===== config.mk =====
export PLATFORM = sky130hd
export DESIGN_NAME = gpl_top
export DESIGN_NICKNAME = d
export VERILOG_FILES = /design/src/rtl/gpl_pkg.sv /design/src/rtl/gpl_pin.sv /design/src/rtl/gpl_top.sv
export VERILOG_INCLUDE_DIRS = /design/src /design/src/rtl
export SDC_FILE = /design/constraint.sdc
export NUM_CORES = 1
export LEC_CHECK = 0
export ABC_CLOCK_PERIOD_IN_PS = 4000
export BUFFER_PORTS_ARGS = -buffer_cell sky130_fd_sc_hd__buf_2
export CAP_MARGIN = 20
export CORE_AREA = 2 2 71 73
export CTS_BUF_LIST = sky130_fd_sc_hd__clkbuf_8
export DETAILED_ROUTE_END_ITERATION = 8
export DIE_AREA = 0 0 73 75
export GPL_ROUTABILITY_DRIVEN = 1
export GPL_TIMING_DRIVEN = 0
export PLACE_DENSITY = 0.77
export REMOVE_ABC_BUFFERS = 1
export SYNTH_ARGS = -nofsm -noshare
export SYNTH_HDL_FRONTEND = slang
export SYNTH_SLANG_ARGS = --single-unit

===== constraint.sdc =====
create_clock -name ref_clk_in -period 4 [get_ports ref_clk_in]
set_input_delay 0.8 -clock ref_clk_in [delete_from_list [all_inputs] [get_ports ref_clk_in]]
set_output_delay 0.8 -clock ref_clk_in [all_outputs]
set_load 0.01 [all_outputs]

===== src/rtl/gpl_defines.svh =====
`ifndef GPL_DEFINES_SVH
`define GPL_DEFINES_SVH

// ----------------------------------------------------------------------
// register offsets on the configuration port
// ----------------------------------------------------------------------
`define GPL_OFF_PIN_A   8'h3C
`define GPL_OFF_PIN_B   8'h3D
`define GPL_OFF_PIN_C   8'h3E
`define GPL_OFF_STATUS  8'h48
`define GPL_OFF_MASK    8'h49
`define GPL_OFF_DISABLE 8'h4A
`define GPL_OFF_DATA    8'h4B

// ----------------------------------------------------------------------
// field positions inside a pin configuration register
// ----------------------------------------------------------------------
`define GPL_BIT_DIR     0
`define GPL_BIT_POL     1
`define GPL_BIT_ALT     2
`define GPL_BIT_ALT_HI  3
`define GPL_BIT_OD      7

// writable bits; reserved bits are kept at zero
`define GPL_WMASK_AC    8'h8F
`define GPL_WMASK_B     8'h87

// ----------------------------------------------------------------------
// reset values
// ----------------------------------------------------------------------
`define GPL_CFG_RESET   8'h01
`define GPL_DIS_RESET   8'h00
`define GPL_STAT_RESET  3'h0
`define GPL_DATA_RESET  3'h0

// status bit positions
`define GPL_ST_IRQ2     0
`define GPL_ST_IRQ3     1
`define GPL_ST_REFUSED  2

`endif


===== src/rtl/gpl_pkg.sv =====
package gpl_pkg;
  // ----------------------------------------------------------------------
  // alternate function codes of the two-bit fields
  // ----------------------------------------------------------------------
  typedef enum logic [1:0] {
    GPL_A_GPIO,
    GPL_A_DENSITY,
    GPL_A_IRQ,
    GPL_A_RSVD
  } gpl_func_a_e;

  typedef enum logic [1:0] {
    GPL_C_GPIO,
    GPL_C_LOCK,
    GPL_C_RSVD,
    GPL_C_IRQ
  } gpl_func_c_e;

  typedef logic [7:0] gpl_byte_t;
endpackage


===== src/rtl/gpl_pin.sv =====
// one pad: input synchroniser, edge detect and registered output drive
module gpl_pin (
  input  wire logic ref_clk_in,
  input  wire logic rst_b_in,
  input  wire logic dir_in,
  input  wire logic pol_in,
  input  wire logic od_in,
  input  wire logic alt_drive_in,
  input  wire logic alt_val_in,
  input  wire logic gpio_val_in,
  input  wire logic pad_in,
  output logic      pad_out,
  output logic      pad_oe_b_out,
  output logic      level_out,
  output logic      edge_out
);
  logic sync_a;
  logic sync_b;
  logic prev;
  logic next_pad;
  logic next_oe_b;
  logic val;

  // ----------------------------------------------------------------------
  // drive computation
  // ----------------------------------------------------------------------
  // open drain never drives high, so a one releases the pad
  always_comb begin
    val       = (alt_drive_in ? alt_val_in : gpio_val_in) ^ pol_in;
    next_pad  = od_in ? 1'h0 : val;
    next_oe_b = dir_in | (od_in & val);
  end

  // pad input passes two flops before anything reads it
  always_ff @(posedge ref_clk_in) begin
    if (!rst_b_in) begin
      sync_a       <= 1'h0;
      sync_b       <= 1'h0;
      prev         <= 1'h0;
      pad_out      <= 1'h0;
      pad_oe_b_out <= 1'h1;
    end else begin
      sync_a       <= pad_in;
      sync_b       <= sync_a;
      prev         <= sync_b;
      pad_out      <= next_pad;
      pad_oe_b_out <= next_oe_b;
    end
  end

  assign level_out = sync_b;
  assign edge_out  = sync_b ^ prev; // either edge
endmodule


===== src/rtl/gpl_top.sv =====
`include "gpl_defines.svh"

module gpl_top (
  input  wire logic            ref_clk_in,
  input  wire logic            rst_b_in,
  input  wire logic            main_rst_b_in,
  input  wire logic            bus_rst_b_in,
  input  wire logic [7:0]      addr_in,
  input  wire gpl_pkg::gpl_byte_t wdata_in,
  input  wire logic            wr_in,
  input  wire logic            rd_in,
  output gpl_pkg::gpl_byte_t   rdata_out,
  input  wire logic [2:0]      pad_in,
  output logic [2:0]           pad_out,
  output logic [2:0]           pad_oe_b_out,
  input  wire logic            drive_density_in,
  input  wire logic            wake_event_in,
  output logic                 irq_out,
  output gpl_pkg::gpl_byte_t   disable_reg_out,
  output logic                 disable_reg_lock_ctrl_out
);
  import gpl_pkg::*;

  // ----------------------------------------------------------------------
  // state
  // ----------------------------------------------------------------------
  gpl_byte_t   pin_a_config;
  gpl_byte_t   pin_b_config;
  gpl_byte_t   pin_c_config;
  logic [2:0]  status;
  logic [2:0]  mask;
  logic [2:0]  gpio_data;
  gpl_byte_t   next_pin_a_config;
  gpl_byte_t   next_pin_b_config;
  gpl_byte_t   next_pin_c_config;
  logic [2:0]  next_status;
  logic [2:0]  next_mask;
  logic [2:0]  next_gpio_data;
  gpl_byte_t   next_disable;
  gpl_byte_t   next_rdata;
  logic        next_irq;
  logic        next_lock;

  gpl_func_a_e func_a;
  gpl_func_c_e func_c;
  logic        lock_mode;
  logic        dis_locked;
  logic [2:0]  events;
  logic [2:0]  dir;
  logic [2:0]  pol;
  logic [2:0]  od;
  logic [2:0]  alt_drive;
  logic [2:0]  alt_val;
  logic [2:0]  level;
  logic [2:0]  edge_seen;
  logic [2:0]  in_value;

  // address match, used by every write and by the read mux
  function automatic logic hit(input logic [7:0] a, input logic [7:0] off);
    hit = (a == off);
  endfunction

  // ----------------------------------------------------------------------
  // function decode
  // ----------------------------------------------------------------------
  always_comb begin
    func_a     = gpl_func_a_e'(
                   pin_a_config[`GPL_BIT_ALT_HI:`GPL_BIT_ALT]);
    func_c     = gpl_func_c_e'(
                   pin_c_config[`GPL_BIT_ALT_HI:`GPL_BIT_ALT]);
    lock_mode  = (func_c == GPL_C_LOCK);
    dis_locked = lock_mode & level[2];
  end

  // per-pin drive controls; interrupt and lock inputs never drive
  always_comb begin
    dir[0] = pin_a_config[`GPL_BIT_DIR] | (func_a == GPL_A_IRQ);
    pol[0] = pin_a_config[`GPL_BIT_POL];
    od[0]  = pin_a_config[`GPL_BIT_OD];
    alt_drive[0] = (func_a == GPL_A_DENSITY);
    alt_val[0]   = drive_density_in;
    dir[1] = pin_b_config[`GPL_BIT_DIR];
    pol[1] = pin_b_config[`GPL_BIT_POL];
    od[1]  = pin_b_config[`GPL_BIT_OD];
    alt_drive[1] = pin_b_config[`GPL_BIT_ALT];
    alt_val[1]   = ~wake_event_in;
    dir[2] = pin_c_config[`GPL_BIT_DIR] | lock_mode
             | (func_c == GPL_C_IRQ);
    pol[2] = pin_c_config[`GPL_BIT_POL] & ~lock_mode;
    od[2]  = pin_c_config[`GPL_BIT_OD];
    alt_drive[2] = 1'h0;
    alt_val[2]   = 1'h0;
    in_value     = level ^ pol;
  end

  // ----------------------------------------------------------------------
  // pads
  // ----------------------------------------------------------------------
  for (genvar i = 0; i < 3; i++) begin : g_pin
    gpl_pin u_pin (
      .ref_clk_in   (ref_clk_in),
      .rst_b_in     (rst_b_in),
      .dir_in       (dir[i]),
      .pol_in       (pol[i]),
      .od_in        (od[i]),
      .alt_drive_in (alt_drive[i]),
      .alt_val_in   (alt_val[i]),
      .gpio_val_in  (gpio_data[i]),
      .pad_in       (pad_in[i]),
      .pad_out      (pad_out[i]),
      .pad_oe_b_out (pad_oe_b_out[i]),
      .level_out    (level[i]),
      .edge_out     (edge_seen[i])
    );
  end

  // ----------------------------------------------------------------------
  // register writes and events
  // ----------------------------------------------------------------------
  // a set in the same cycle as a write-one clear keeps the bit set
  always_comb begin
    events = 3'h0;
    events[`GPL_ST_IRQ2]    = edge_seen[0] & (func_a == GPL_A_IRQ);
    events[`GPL_ST_IRQ3]    = edge_seen[2] & (func_c == GPL_C_IRQ);
    events[`GPL_ST_REFUSED] = wr_in & hit(addr_in, `GPL_OFF_DISABLE)
                              & dis_locked;
    next_pin_a_config = pin_a_config;
    next_pin_b_config = pin_b_config;
    next_pin_c_config = pin_c_config;
    next_mask         = mask;
    next_gpio_data    = gpio_data;
    next_disable      = disable_reg_out;
    next_status       = status;
    if (wr_in) begin
      if (hit(addr_in, `GPL_OFF_PIN_A)) begin
        next_pin_a_config = wdata_in & `GPL_WMASK_AC;
      end else if (hit(addr_in, `GPL_OFF_PIN_B)) begin
        next_pin_b_config = wdata_in & `GPL_WMASK_B;
      end else if (hit(addr_in, `GPL_OFF_PIN_C)) begin
        next_pin_c_config = wdata_in & `GPL_WMASK_AC;
        if (lock_mode) begin
          // field stays put once locking is chosen
          next_pin_c_config[`GPL_BIT_ALT_HI:`GPL_BIT_ALT] = 2'h1;
        end
      end else if (hit(addr_in, `GPL_OFF_STATUS)) begin
        next_status = status & ~wdata_in[2:0];
      end else if (hit(addr_in, `GPL_OFF_MASK)) begin
        next_mask = wdata_in[2:0];
      end else if (hit(addr_in, `GPL_OFF_DISABLE)) begin
        if (!dis_locked) begin
          next_disable = wdata_in;
        end
      end else if (hit(addr_in, `GPL_OFF_DATA)) begin
        next_gpio_data = wdata_in[2:0];
      end
    end
    next_status = next_status | events;
    // main power or bus reset leaves only the lock field cleared
    if (!main_rst_b_in || !bus_rst_b_in) begin
      next_pin_c_config[`GPL_BIT_ALT_HI:`GPL_BIT_ALT] = 2'h0;
    end
    next_irq  = |(next_status & next_mask);
    next_lock = (next_pin_c_config[`GPL_BIT_ALT_HI:`GPL_BIT_ALT] == 2'h1);
  end

  // ----------------------------------------------------------------------
  // read mux
  // ----------------------------------------------------------------------
  // unmapped addresses answer zero
  always_comb begin
    next_rdata = 8'h00;
    if (!rd_in) begin
      next_rdata = 8'h00;
    end else if (hit(addr_in, `GPL_OFF_PIN_A)) begin
      next_rdata = pin_a_config;
    end else if (hit(addr_in, `GPL_OFF_PIN_B)) begin
      next_rdata = pin_b_config;
    end else if (hit(addr_in, `GPL_OFF_PIN_C)) begin
      next_rdata = pin_c_config;
    end else if (hit(addr_in, `GPL_OFF_STATUS)) begin
      next_rdata = {5'h00, status};
    end else if (hit(addr_in, `GPL_OFF_MASK)) begin
      next_rdata = {5'h00, mask};
    end else if (hit(addr_in, `GPL_OFF_DISABLE)) begin
      next_rdata = disable_reg_out;
    end else if (hit(addr_in, `GPL_OFF_DATA)) begin
      next_rdata = {1'h0, gpio_data, 1'h0, in_value};
    end
  end

  // standby reset brings every register to its default
  always_ff @(posedge ref_clk_in) begin
    if (!rst_b_in) begin
      pin_a_config              <= `GPL_CFG_RESET;
      pin_b_config              <= `GPL_CFG_RESET;
      pin_c_config              <= `GPL_CFG_RESET;
      status                    <= `GPL_STAT_RESET;
      mask                      <= `GPL_STAT_RESET;
      gpio_data                 <= `GPL_DATA_RESET;
      disable_reg_out           <= `GPL_DIS_RESET;
      rdata_out                 <= 8'h00;
      irq_out                   <= 1'h0;
      disable_reg_lock_ctrl_out <= 1'h0;
    end else begin
      pin_a_config              <= next_pin_a_config;
      pin_b_config              <= next_pin_b_config;
      pin_c_config              <= next_pin_c_config;
      status                    <= next_status;
      mask                      <= next_mask;
      gpio_data                 <= next_gpio_data;
      disable_reg_out           <= next_disable;
      rdata_out                 <= next_rdata;
      irq_out                   <= next_irq;
      disable_reg_lock_ctrl_out <= next_lock;
    end
  end
endmodule


[After elaboration in Yosys (flattened, before gate mapping)]
Cells that the tools add are included.
Storage, ports and cells
  bits in registers: 55
  input bits: 27
Operators by class
  equality and inequality tests: 12
  mux-type cells: 26
  bitwise gates (word level): 36
  reductions and logical operators: 14
Operators by type and width (count)
  two-way mux 8 bit: 6
  two-way mux 3 bit: 11
  == test 8 x 7 -> 1 bit (second input constant): 4
  == test 8 x 6 -> 1 bit (second input constant): 3
  two-way mux 4 bit: 4
  AND reduction 8 bit: 2
  inverter 1 bit: 11
  bitwise AND 1 bit: 9
  two-way mux 7 bit: 1
  bitwise AND 3 bit: 2
  == test 2 x 1 -> 1 bit (second input constant): 3
  OR 1 bit: 6
  OR reduction 2 bit: 3
  OR reduction 6 bit: 1
  bitwise XOR 1 bit: 5
  == test 2 bit (second input constant): 2
  two-way mux 2 bit: 2
  AND reduction 2 bit: 2
  AND reduction 4 bit: 1
  inverter 3 bit: 1
  OR 3 bit: 1
  AND reduction 3 bit: 1
  OR reduction 3 bit: 1
  bitwise XOR 3 bit: 1
  3 further kinds: 5

[Depth between registers and ports, before layout]
Gate-level depths: netlist (run 1).
  depth in word-level cells: 11
  gate-level depth with buffers: 7
  mapped depth without buffers: 5

[Hierarchy]
From an unflattened synthesis (run 1), not the netlist that was laid out.
Unflattened totals
  cells, all modules: 239
  area total of the unflattened synthesis: 2372.3 um^2
By module, submodules not included
  gpl_top: instances 1, cells each 197, area each 1873.0 um^2, sequential area each 820.8 um^2
  gpl_pin: instances 3, cells each 14, area each 166.4 um^2, sequential area each 100.1 um^2

[Worst setup path after synthesis (run 1)]
Ideal clock, no wire load.
  path kind: input to register
  start point: in addr_in[4]
  end point: reg irq_out
  data arrival time: 2330 ps
  data required time: 3880 ps
  setup slack: 1550 ps
  cell stages on the path: 6
  buffers on the path: 1
  cells stage by stage: or4b_1 -> buf_4 -> nor4_4 -> mux2i_1 -> nor3_1 -> a211o_1
Between the ends
  word-level cells in the longest chain between the ends: 9
  elaborated cells on any way between the ends: 22
Ends and longest elaborated chain
  from (decl): RTL line gpl_top.sv:8  | input wire logic [7:0] addr_in,
  == test 8 x 7 -> 1 bit: RTL line gpl_top.sv:60  | hit = (a == off);
  two-way mux 3 bit (on tied branches): RTL line gpl_top.sv:145, gpl_top.sv:147
  two-way mux 3 bit (on tied branches): RTL line gpl_top.sv:139, gpl_top.sv:145
  two-way mux 3 bit (on tied branches): RTL line gpl_top.sv:137, gpl_top.sv:139
  two-way mux 3 bit (on tied branches): RTL line gpl_top.sv:135, gpl_top.sv:137
  two-way mux 3 bit (on tied branches): RTL line gpl_top.sv:134, gpl_top.sv:135
  OR 3 bit / two-way mux 3 bit (equally long branches): RTL line gpl_top.sv:157, gpl_top.sv:134
  bitwise AND 3 bit *: RTL line gpl_top.sv:162  | next_irq = |(next_status & next_mask);
  OR reduction 3 bit *: RTL line gpl_top.sv:162
  to (signal assigned): RTL line gpl_top.sv:213  | irq_out <= next_irq;
  to (decl): RTL line gpl_top.sv:18  | output logic irq_out,
Mark *: on every way between the ends. The rest lies on a longest branch, timed or not.
A chain may end at the register's enable or synchronous reset.

[Worst setup path after layout (run 1)]
  start point: in addr_in[4]
  end point: reg disable_reg_out[6]
Between the ends
  word-level cells in the longest chain between the ends: 3
  elaborated cells on any way between the ends: 12
Ends and longest elaborated chain
  == test 8 x 7 -> 1 bit / == test 8 x 6 -> 1 bit (equally long branches): RTL line gpl_top.sv:60
  inverter 1 bit (no source line)
  AND reduction 8 bit (no source line) *
  to (signal assigned): RTL line gpl_top.sv:200  | disable_reg_out <= `GPL_DIS_RESET;
  to (signal assigned): RTL line gpl_top.sv:211  | disable_reg_out <= next_disable;
  to (decl): RTL line gpl_top.sv:19  | output gpl_pkg::gpl_byte_t disable_reg_out,
Marked as above.

==> results of run 1 <==
-- metal layers --
| layer | up-vias | wire [µm] |
|---|---|---|
| li1 | 968 | - |
| met1 | 883 | 2470 |
| met2 | 77 | 2450 |
| met3 | 10 | 271 |
| met4 | 0 | 117 |
| met5 | - | 0 |
-- state kept, by name (all words and copies together) (netlist names) --
| register | flops |
|---|---|
| disable_reg_out | 8 |
| rdata_out | 8 |
| pin_a_config | 5 |
| pin_c_config | 5 |
| pin_b_config | 4 |
| g_pin.u_pin.level_out | 3 |
| g_pin.u_pin.pad_oe_b_out | 3 |
| g_pin.u_pin.pad_out | 3 |
| g_pin.u_pin.sync_a | 3 |
| gpio_data | 3 |
| mask | 3 |
| status | 3 |
| g_pin.u_pin.prev | 2 |
| disable_reg_lock_ctrl_out | 1 |
| irq_out | 1 |
-- area by class of cell --
type	instances	area, µm²	share of cell area
clock inverter	3	15.0	0.00541
clock buffer	5	68.8	0.0248
timing repair buffer	50	250	0.0901
inverter	8	30.0	0.0108
sequential	55	1100	0.397
multi-input combinational	176	1240	0.448
tap	54	67.6	0.0243
-- cell families (layout without fill, tap and decap cells) --
kind of cell | Yosys count | after routing | synth area share
and+or+nand+nor | 99 | 99 | 0.240
DFF | 55 | 55 | 0.445
AOI/OAI and AO/OA | 37 | 37 | 0.105
muxes | 32 | 32 | 0.130
buffers and inverters | 26 | 66 | 0.0516
xor gates and xnor gates | 8 | 8 | 0.0283
-- through the flow --
stage	std cells	setup WS, ns	total power [µW]	util	instance area, µm²
2_1_floorplan	239	1.48	588	-	2370
3_3_place_gp	343	1.09	622	0.578	2690
3_5_place_dp	343	1.04	623	0.578	2690
4_1_cts	351	1.38	913	0.596	2780
5_1_grt	351	1.29	940	0.596	2780
6_report	351	1.38	907	0.596	2780
-- worst max-delay path: stages --
cell	delay [ns]
buf_2	0.10
or4b_1	0.70
nor2_4	0.27
and4_1	0.62
mux2i_1	0.26
nor2b_1	0.07
-- report_power, final --
group	internal, µW	switching (µW)	total, µW
logic	23.2	34.5	57.7
clock network	120	176	296
registers	551	1.89	553
-- cells in the mapped netlist, types with 2 or more instances --
cell type,instances,area share
a22oi_1,3,0.0091
o21ai_0,11,0.022
nand3b_1,3,0.0091
nor2b_1,28,0.071
nand3_1,3,0.0061
nor2_1,11,0.017
clkbuf_1,8,0.012
inv_1,8,0.012
dfxtp_1,55,0.45
a221oi_1,2,0.0071
buf_1,2,0.0030
nor3_2,2,0.0081
nand4_1,3,0.0076
buf_4,8,0.024
nand4b_1,2,0.0071
o221a_2,2,0.0091
a21oi_1,6,0.012
and2_1,10,0.025
a22o_1,4,0.014
nor3_1,6,0.012
nand2_1,18,0.027
mux2i_1,31,0.13
and3b_1,2,0.0071
xnor2_1,7,0.025
-- how the worst max path moves through the flow --
stage | to | startpoint
after floorplan | disable_reg_out[0] | addr_in[4]
after global placement | disable_reg_out[6] | addr_in[4]
after detailed placement | disable_reg_out[6] | addr_in[4]
after CTS | disable_reg_out[6] | addr_in[4]
after global routing | disable_reg_out[6] | addr_in[4]
final | disable_reg_out[6] | addr_in[4]
==> key figures, run 1 <==
Critical path
  – R2r worst-path depth: 5
  – Flop-to-flop setup slack: 2.30 ns
  – Critical setup path kind: primary input to flip-flop
  – Worst Path Required: 4.20 ns
  – Worst R2R Start: pin_c_config[2]
  – Crit start category: primary input
  – Crit-path max FO: 10
  – Crit. End Element: flip-flop
  – Reg-to-Reg End: rdata_out[2]
  – Critical Path AT: 2.82 ns

Timing
  – Hold_ws: ~0.44 ns
  – Max-slew violations: 0
  – Period Utilization, post-route: 0.655
  – Max Clock Skew: roughly 0.0078 ns
  – Setup-failing EPs final: 0
  – Final Hold Viols: 0
  – RSZ-0062 raised after global routing: no
  – Slew HR: 0.514
  – Fmax: approximately 380 MHz
  – Final critical-path required period: ~2.6 ns
  – Fin Setup TNS: 0 ns
  – Worst slew pin tran: 0.726 ns

GRT
  – Global Route met2 Usage: 0.309
  – Initial antenna violation count: 0
  – Vias in the first global route: 1,720
  – First-pass GRT wire length: about 8200 µm
  – GRT Overall Usage: 0.203
  – Remaining global-route overflow: 0
  – Largest net degree at the start of global routing: 49
  – M1 GR Usage: 0.280
  – Grt met3 use: 0.0335
  – GR peak layer: met2

Power
  – Cell area power density: between 300 and 400 nW/µm²
  – Static leakage: approximately 0.0012 µW
  – Maximum VDD drop: between 100 and 150 µV

Yosys
  – Synthesized area: between 2000 and 2500 µm²
  – Most used DFF post-synth: dfxtp_1
  – Syn avg cell area: about 9.6 µm²
  – Post-synth EDFFs: 0
  – Netlist cell types: 46
  – Number of warnings printed during yosys synthesis: 0
  – Async SR Flop Fraction: 0
  – Synth Instances: between 200 and 300
  – Synthesis-stage register bit count: between 50 and 60
  – Sequential share of the synthesized area: 0.445

Route
  – Vias: between 1,500 and 2,000
  – Routed length per instance: 15.1 µm
  – # DRC: 0
  – Vias/cell: about 5.5
  – Remaining antenna violation count: 0
  – DR pass1 iterations: 4
  – Routed wire length: about 5300 µm
  – Initial DRC Count: approximately 140

Floorplanning
  – Die Span X: approximately 73 µm
  – Die Area: 5480 µm²
  – FP Rows: 25
  – Die Height: ~75 µm
  – Core Box Area: ~4700 µm²
  – Effective utilization at floorplan: 0.530
  – Io pins: 51

CTS
  – Clk sinks: 55
  – Hold buffer count at CTS: 0
  – Reg clk slew, reported paths: roughly 0.10 ns
  – Num CTS Buffers: 5
  – Post-CTS sizing: 0
  – CTS max path bufs: 2
  – H-tree levels: 2
  – CTS tree: done
  – Post-CTS Repair Setup Buffers: 0
  – Clock root buffer: clkbuf_8
  – Skew-Pair Late Insertion Delay: about 0.31 ns

Layout
  – Most frequent cells in the layout: dfxtp_1 (55), buf_2 (50), mux2i_1 (31)
  – Commonest non-fill, non-tap cell in the layout: dfxtp_1
  – Nets: between 300 and 400
  – ANT cells: 0
  – Layout Area Growth over Synthesis: 12.3%
  – Fill count: 428
  – Share of layout cells above drive strength 1: 0.226

Worst hold path
  – Hold EP: g_pin[0].u_pin.level_out
  – Worst hold path type: flip-flop to flip-flop
  – Hold path cells: 1
  – Hold Crit Start: g_pin[0].u_pin.sync_a

Placement
  – Number of port buffers: 50
  – Detailed Place HPWL: roughly 3800 µm
  – GP Congestion: between 0.9 and 1

Flow run
  – Max-Cap Viols: 0

Run status
  – Status: completed
(Power assumes the default switching activity.)
==> inputs of run 2 (changes only) <==
--- a/config.mk
+++ b/config.mk
@@ -6,13 +6,14 @@
 export SDC_FILE = /design/constraint.sdc
 export NUM_CORES = 1
 export LEC_CHECK = 0
-export ABC_CLOCK_PERIOD_IN_PS = 4000
+export ABC_AREA = 1
+export ABC_CLOCK_PERIOD_IN_PS = 2470
 export BUFFER_PORTS_ARGS = -buffer_cell sky130_fd_sc_hd__buf_2
 export CAP_MARGIN = 20
-export CORE_AREA = 2 2 71 73
+export CORE_AREA = 2 2 72 74
 export CTS_BUF_LIST = sky130_fd_sc_hd__clkbuf_8
 export DETAILED_ROUTE_END_ITERATION = 8
-export DIE_AREA = 0 0 73 75
+export DIE_AREA = 0 0 74 76
 export GPL_ROUTABILITY_DRIVEN = 1
 export GPL_TIMING_DRIVEN = 0
 export PLACE_DENSITY = 0.77
==> constraint.sdc (replaced) <==
create_clock -name ref_clk_in -period 2.47 [get_ports ref_clk_in]
set_input_delay 0.494 -clock ref_clk_in [delete_from_list [all_inputs] [get_ports ref_clk_in]]
set_output_delay 0.494 -clock ref_clk_in [all_outputs]
set_load 0.01 [all_outputs]
==> run 2 against run 1 <==
Non-clock buffer count unchanged; sequential power up 63%; critical path depth up 4; total power up 80%; clock power up 110%; clock skew up 0.0034 ns; highest routed layer unchanged; die area up 2.7%; worst setup slack worse by 0.52 ns; critical endpoint is now disable_reg_out[3].
==> key figures, run 2 <==
Power
  – Static leakage: between 0.001 and 0.0015 µW
  – Reg power frac: 0.551
  – Maximum VDD drop: ~390 µV
  – Switch Pwr: 394 µW
  – Power Internal: ~1200 µW
  – Clock power frac: 0.384
  – Net Sw Frac: 0.242
  – Combinational power share: 0.065
  – Cell area power density: 558 nW/µm²

Yosys
  – Synthesized area: between 2000 and 3000 µm²
  – Top-count cell post-synth: nand2_1
  – Async SR Flop Fraction: 0
  – Synthesis-stage register bit count: 55
  – Most used DFF post-synth: dfxtp_1
  – Netlist cell types: 34
  – Top cell type's share of synthesized area: 0.429
  – Syn avg cell area: between 7 and 8 µm²
  – Post-synth top area cell: dfxtp_1
  – Synth area leaders: dfxtp_1 (43%), nand2_1 (11%), inv_1 (9.1%)
  – Number of warnings printed during yosys synthesis: 0
  – Synth Instances: between 300 and 400
  – Synth top cells by count: nand2_1 (75), inv_1 (62), dfxtp_1 (55)
  – Post-synth EDFFs: 0
  – Sequential share of the synthesized area: 0.429

Floorplanning
  – Die Span X: 74 µm
  – Die Height: approximately 76 µm
  – FP Rows: 26
  – Io pins: slightly above 50
  – Effective utilization at floorplan: 0.523
  – Die Area: between 5000 and 6000 µm²
  – Core Box Area: approximately 4900 µm²

Route
  – Vias/cell: approximately 5.0
  – DR pass1 iterations: 4
  – Remaining antenna violation count: 0
  – WL met1: approximately 2600 µm
  – Routed length on met2: 2830 µm
  – # DRC: 0
  – Routed wire length: about 6000 µm
  – Initial DRC Count: 181
  – Max layer used: met4
  – Vias: about 2,300
  – Met3 routed WL: roughly 330 µm
  – Routed length per instance: around 13 µm

GRT
  – First-pass GRT wire length: approximately 9700 µm
  – Remaining global-route overflow: 0
  – Vias in the first global route: ~2,100
  – Largest net degree at the start of global routing: 35
  – Initial antenna violation count: 0
  – GRT Overall Usage: 0.224

Critical path
  – Flop-to-flop setup slack: between 0.9 and 1 ns
  – Crit start category: primary input
  – Crit. End Element: flip-flop
  – Crit-path max FO: 16
  – Critical setup path kind: primary input to flip-flop
  – Worst Path Required: around 2.7 ns
  – Crit-path cells: buf_2 > inv_2 > nand2_2 > nor2_2 > nand2_4 > inv_1 > nor2_1 > nand3_2 > o21ai_0 > a21oi_1
  – Critical Path AT: 1.80 ns
  – Crit-path slowest cell: nand3_2
  – CP peak stage delay: 0.29 ns
  – R2r worst-path depth: 7
  – Worst R2R Start: pin_c_config[3]
  – Reg-to-Reg End: disable_reg_out[3]

Layout
  – Most frequent cells in the layout: nand2_1 (75), inv_1 (62), dfxtp_1 (55)
  – ANT cells: 0
  – Final Non-Filler Cells: 470
  – Commonest non-fill, non-tap cell in the layout: nand2_1
  – Design area: a little under 3000 µm²
  – Nets: 426
  – Layout Area Growth over Synthesis: 14.0%
  – Share of layout cells above drive strength 1: 0.200
  – Fill count: 466
  – Biggest regs: disable_reg_out: 8 flops, rdata_out: 8 flops

Timing
  – Setup-failing EPs final: 0
  – RSZ-0062 raised after global routing: no
  – Final critical-path required period: ~1.6 ns
  – Fin Setup TNS: 0 ns
  – Final Hold Viols: 0
  – Period Utilization, post-route: 0.650
  – Slew HR: 0.609
  – Max-slew violations: 0
  – Max Clock Skew: between 0.01 and 0.015 ns
  – Worst slew pin tran: 0.586 ns
  – Fmax: between 600 and 700 MHz

CTS
  – Post-CTS sizing: 0
  – Num CTS Buffers: 5
  – Skew-Pair Late Insertion Delay: between 0.3 and 0.4 ns
  – CTS max path bufs: 2
  – Hold buffer count at CTS: 0
  – H-tree levels: 2
  – Clock root buffer: clkbuf_8
  – Clk sinks: 55
  – Post-CTS Repair Setup Buffers: 0
  – Reg clk slew, reported paths: 0.10 ns
  – CTS tree: done

Worst hold path
  – Worst hold path type: primary input to flip-flop
  – Hold path cells: 3
  – Hold EP: g_pin[0].u_pin.sync_a
  – Hold Crit Start: pad_in[0]

Placement
  – GP Congestion: around 0.89
  – Placed Area: approximately 2800 µm²
  – Detailed Place HPWL: ~4400 µm
  – Number of port buffers: 50
  – Dpl cells: roughly 460

Run status
  – Status: completed

Flow run
  – Max-Cap Viols: 0
## run 2: cell types whose count changed in the layout (fill, tap and decap cells not counted), sizes merged, moves of 10 or more
cell   change
nor2b     -28
nand2     +61
inv       +59
o21ai     +20
and2      -10
nor2      +27
a21oi     +22
nand3     +14
mux2i     -31
## run 2: area by class of cell
class / instances / area (µm²) / share of cell area
clock inverter: 3 / 47.5 / 0.0162
clock buffer: 5 / 68.8 / 0.0235
inverter: 66 / 250 / 0.0854
tap: 70 / 87.6 / 0.0299
multi-input combinational: 221 / 1120 / 0.384
timing repair buffer: 50 / 250 / 0.0854
sequential: 55 / 1100 / 0.376
## run 2: metrics by stage
stage          total power [µW]  hold WS, ns  utilization  worst slack, ns
5_1_grt                    1690        0.355        0.596            0.654
3_3_place_gp               1020        0.393        0.573            0.536
4_1_cts                    1640        0.349        0.596            0.876
2_1_floorplan               973        0.390            -            0.937
6_report                   1630        0.351        0.596            0.865
3_5_place_dp               1030        0.400        0.573            0.534
## run 2: how the worst max path moves through the flow
stage                           from  slack (ns)                           to  cells past startpoint
after floorplan           addr_in[6]        0.94    disable_reg_lock_ctrl_out                     10
after global placement      rst_b_in        0.54  g_pin[0].u_pin.pad_oe_b_out                      4
after detailed placement  addr_in[1]        0.53           disable_reg_out[4]                     10
after CTS                 addr_in[1]        0.88           disable_reg_out[4]                     10
after global routing      addr_in[1]        0.65           disable_reg_out[0]                     10
final                     addr_in[1]        0.86           disable_reg_out[3]                     10
## run 2: logic make-up (layout without fill, tap and decap cells)
| family | after synthesis | count (layout) | synth area share |
|---|---|---|---|
| flops | 55 | 55 | 0.429 |
| xor+xnor | 6 | 6 | 0.0205 |
| buf+inv | 79 | 124 | 0.134 |
| compound gates | 72 | 72 | 0.152 |
| simple gates | 143 | 143 | 0.264 |
## run 2: power groups by stage
stage               registers, µW  logic [µW]  clock network (µW)
global placement              920         104                   0
global route                  901         119                 667
floorplan                     919        54.1                   0
CTS                           900         106                 633
finish                        900         107                 626
detailed placement            920         105                   0
## run 2: critical path: cells and delay by family
kind / cells / cell delay (ns)
compound gates: 2 / 0.31
buf+inv: 3 / 0.28
simple gates: 5 / 0.72
## run 2: layer usage
| metal | vias up | global-route usage |
|---|---|---|
| met5 | - | 0 |
| met4 | 0 | 0.102 |
| met3 | 16 | 0.0503 |
| met2 | 82 | 0.360 |
| met1 | 1038 | 0.283 |
| li1 | 1195 | - |
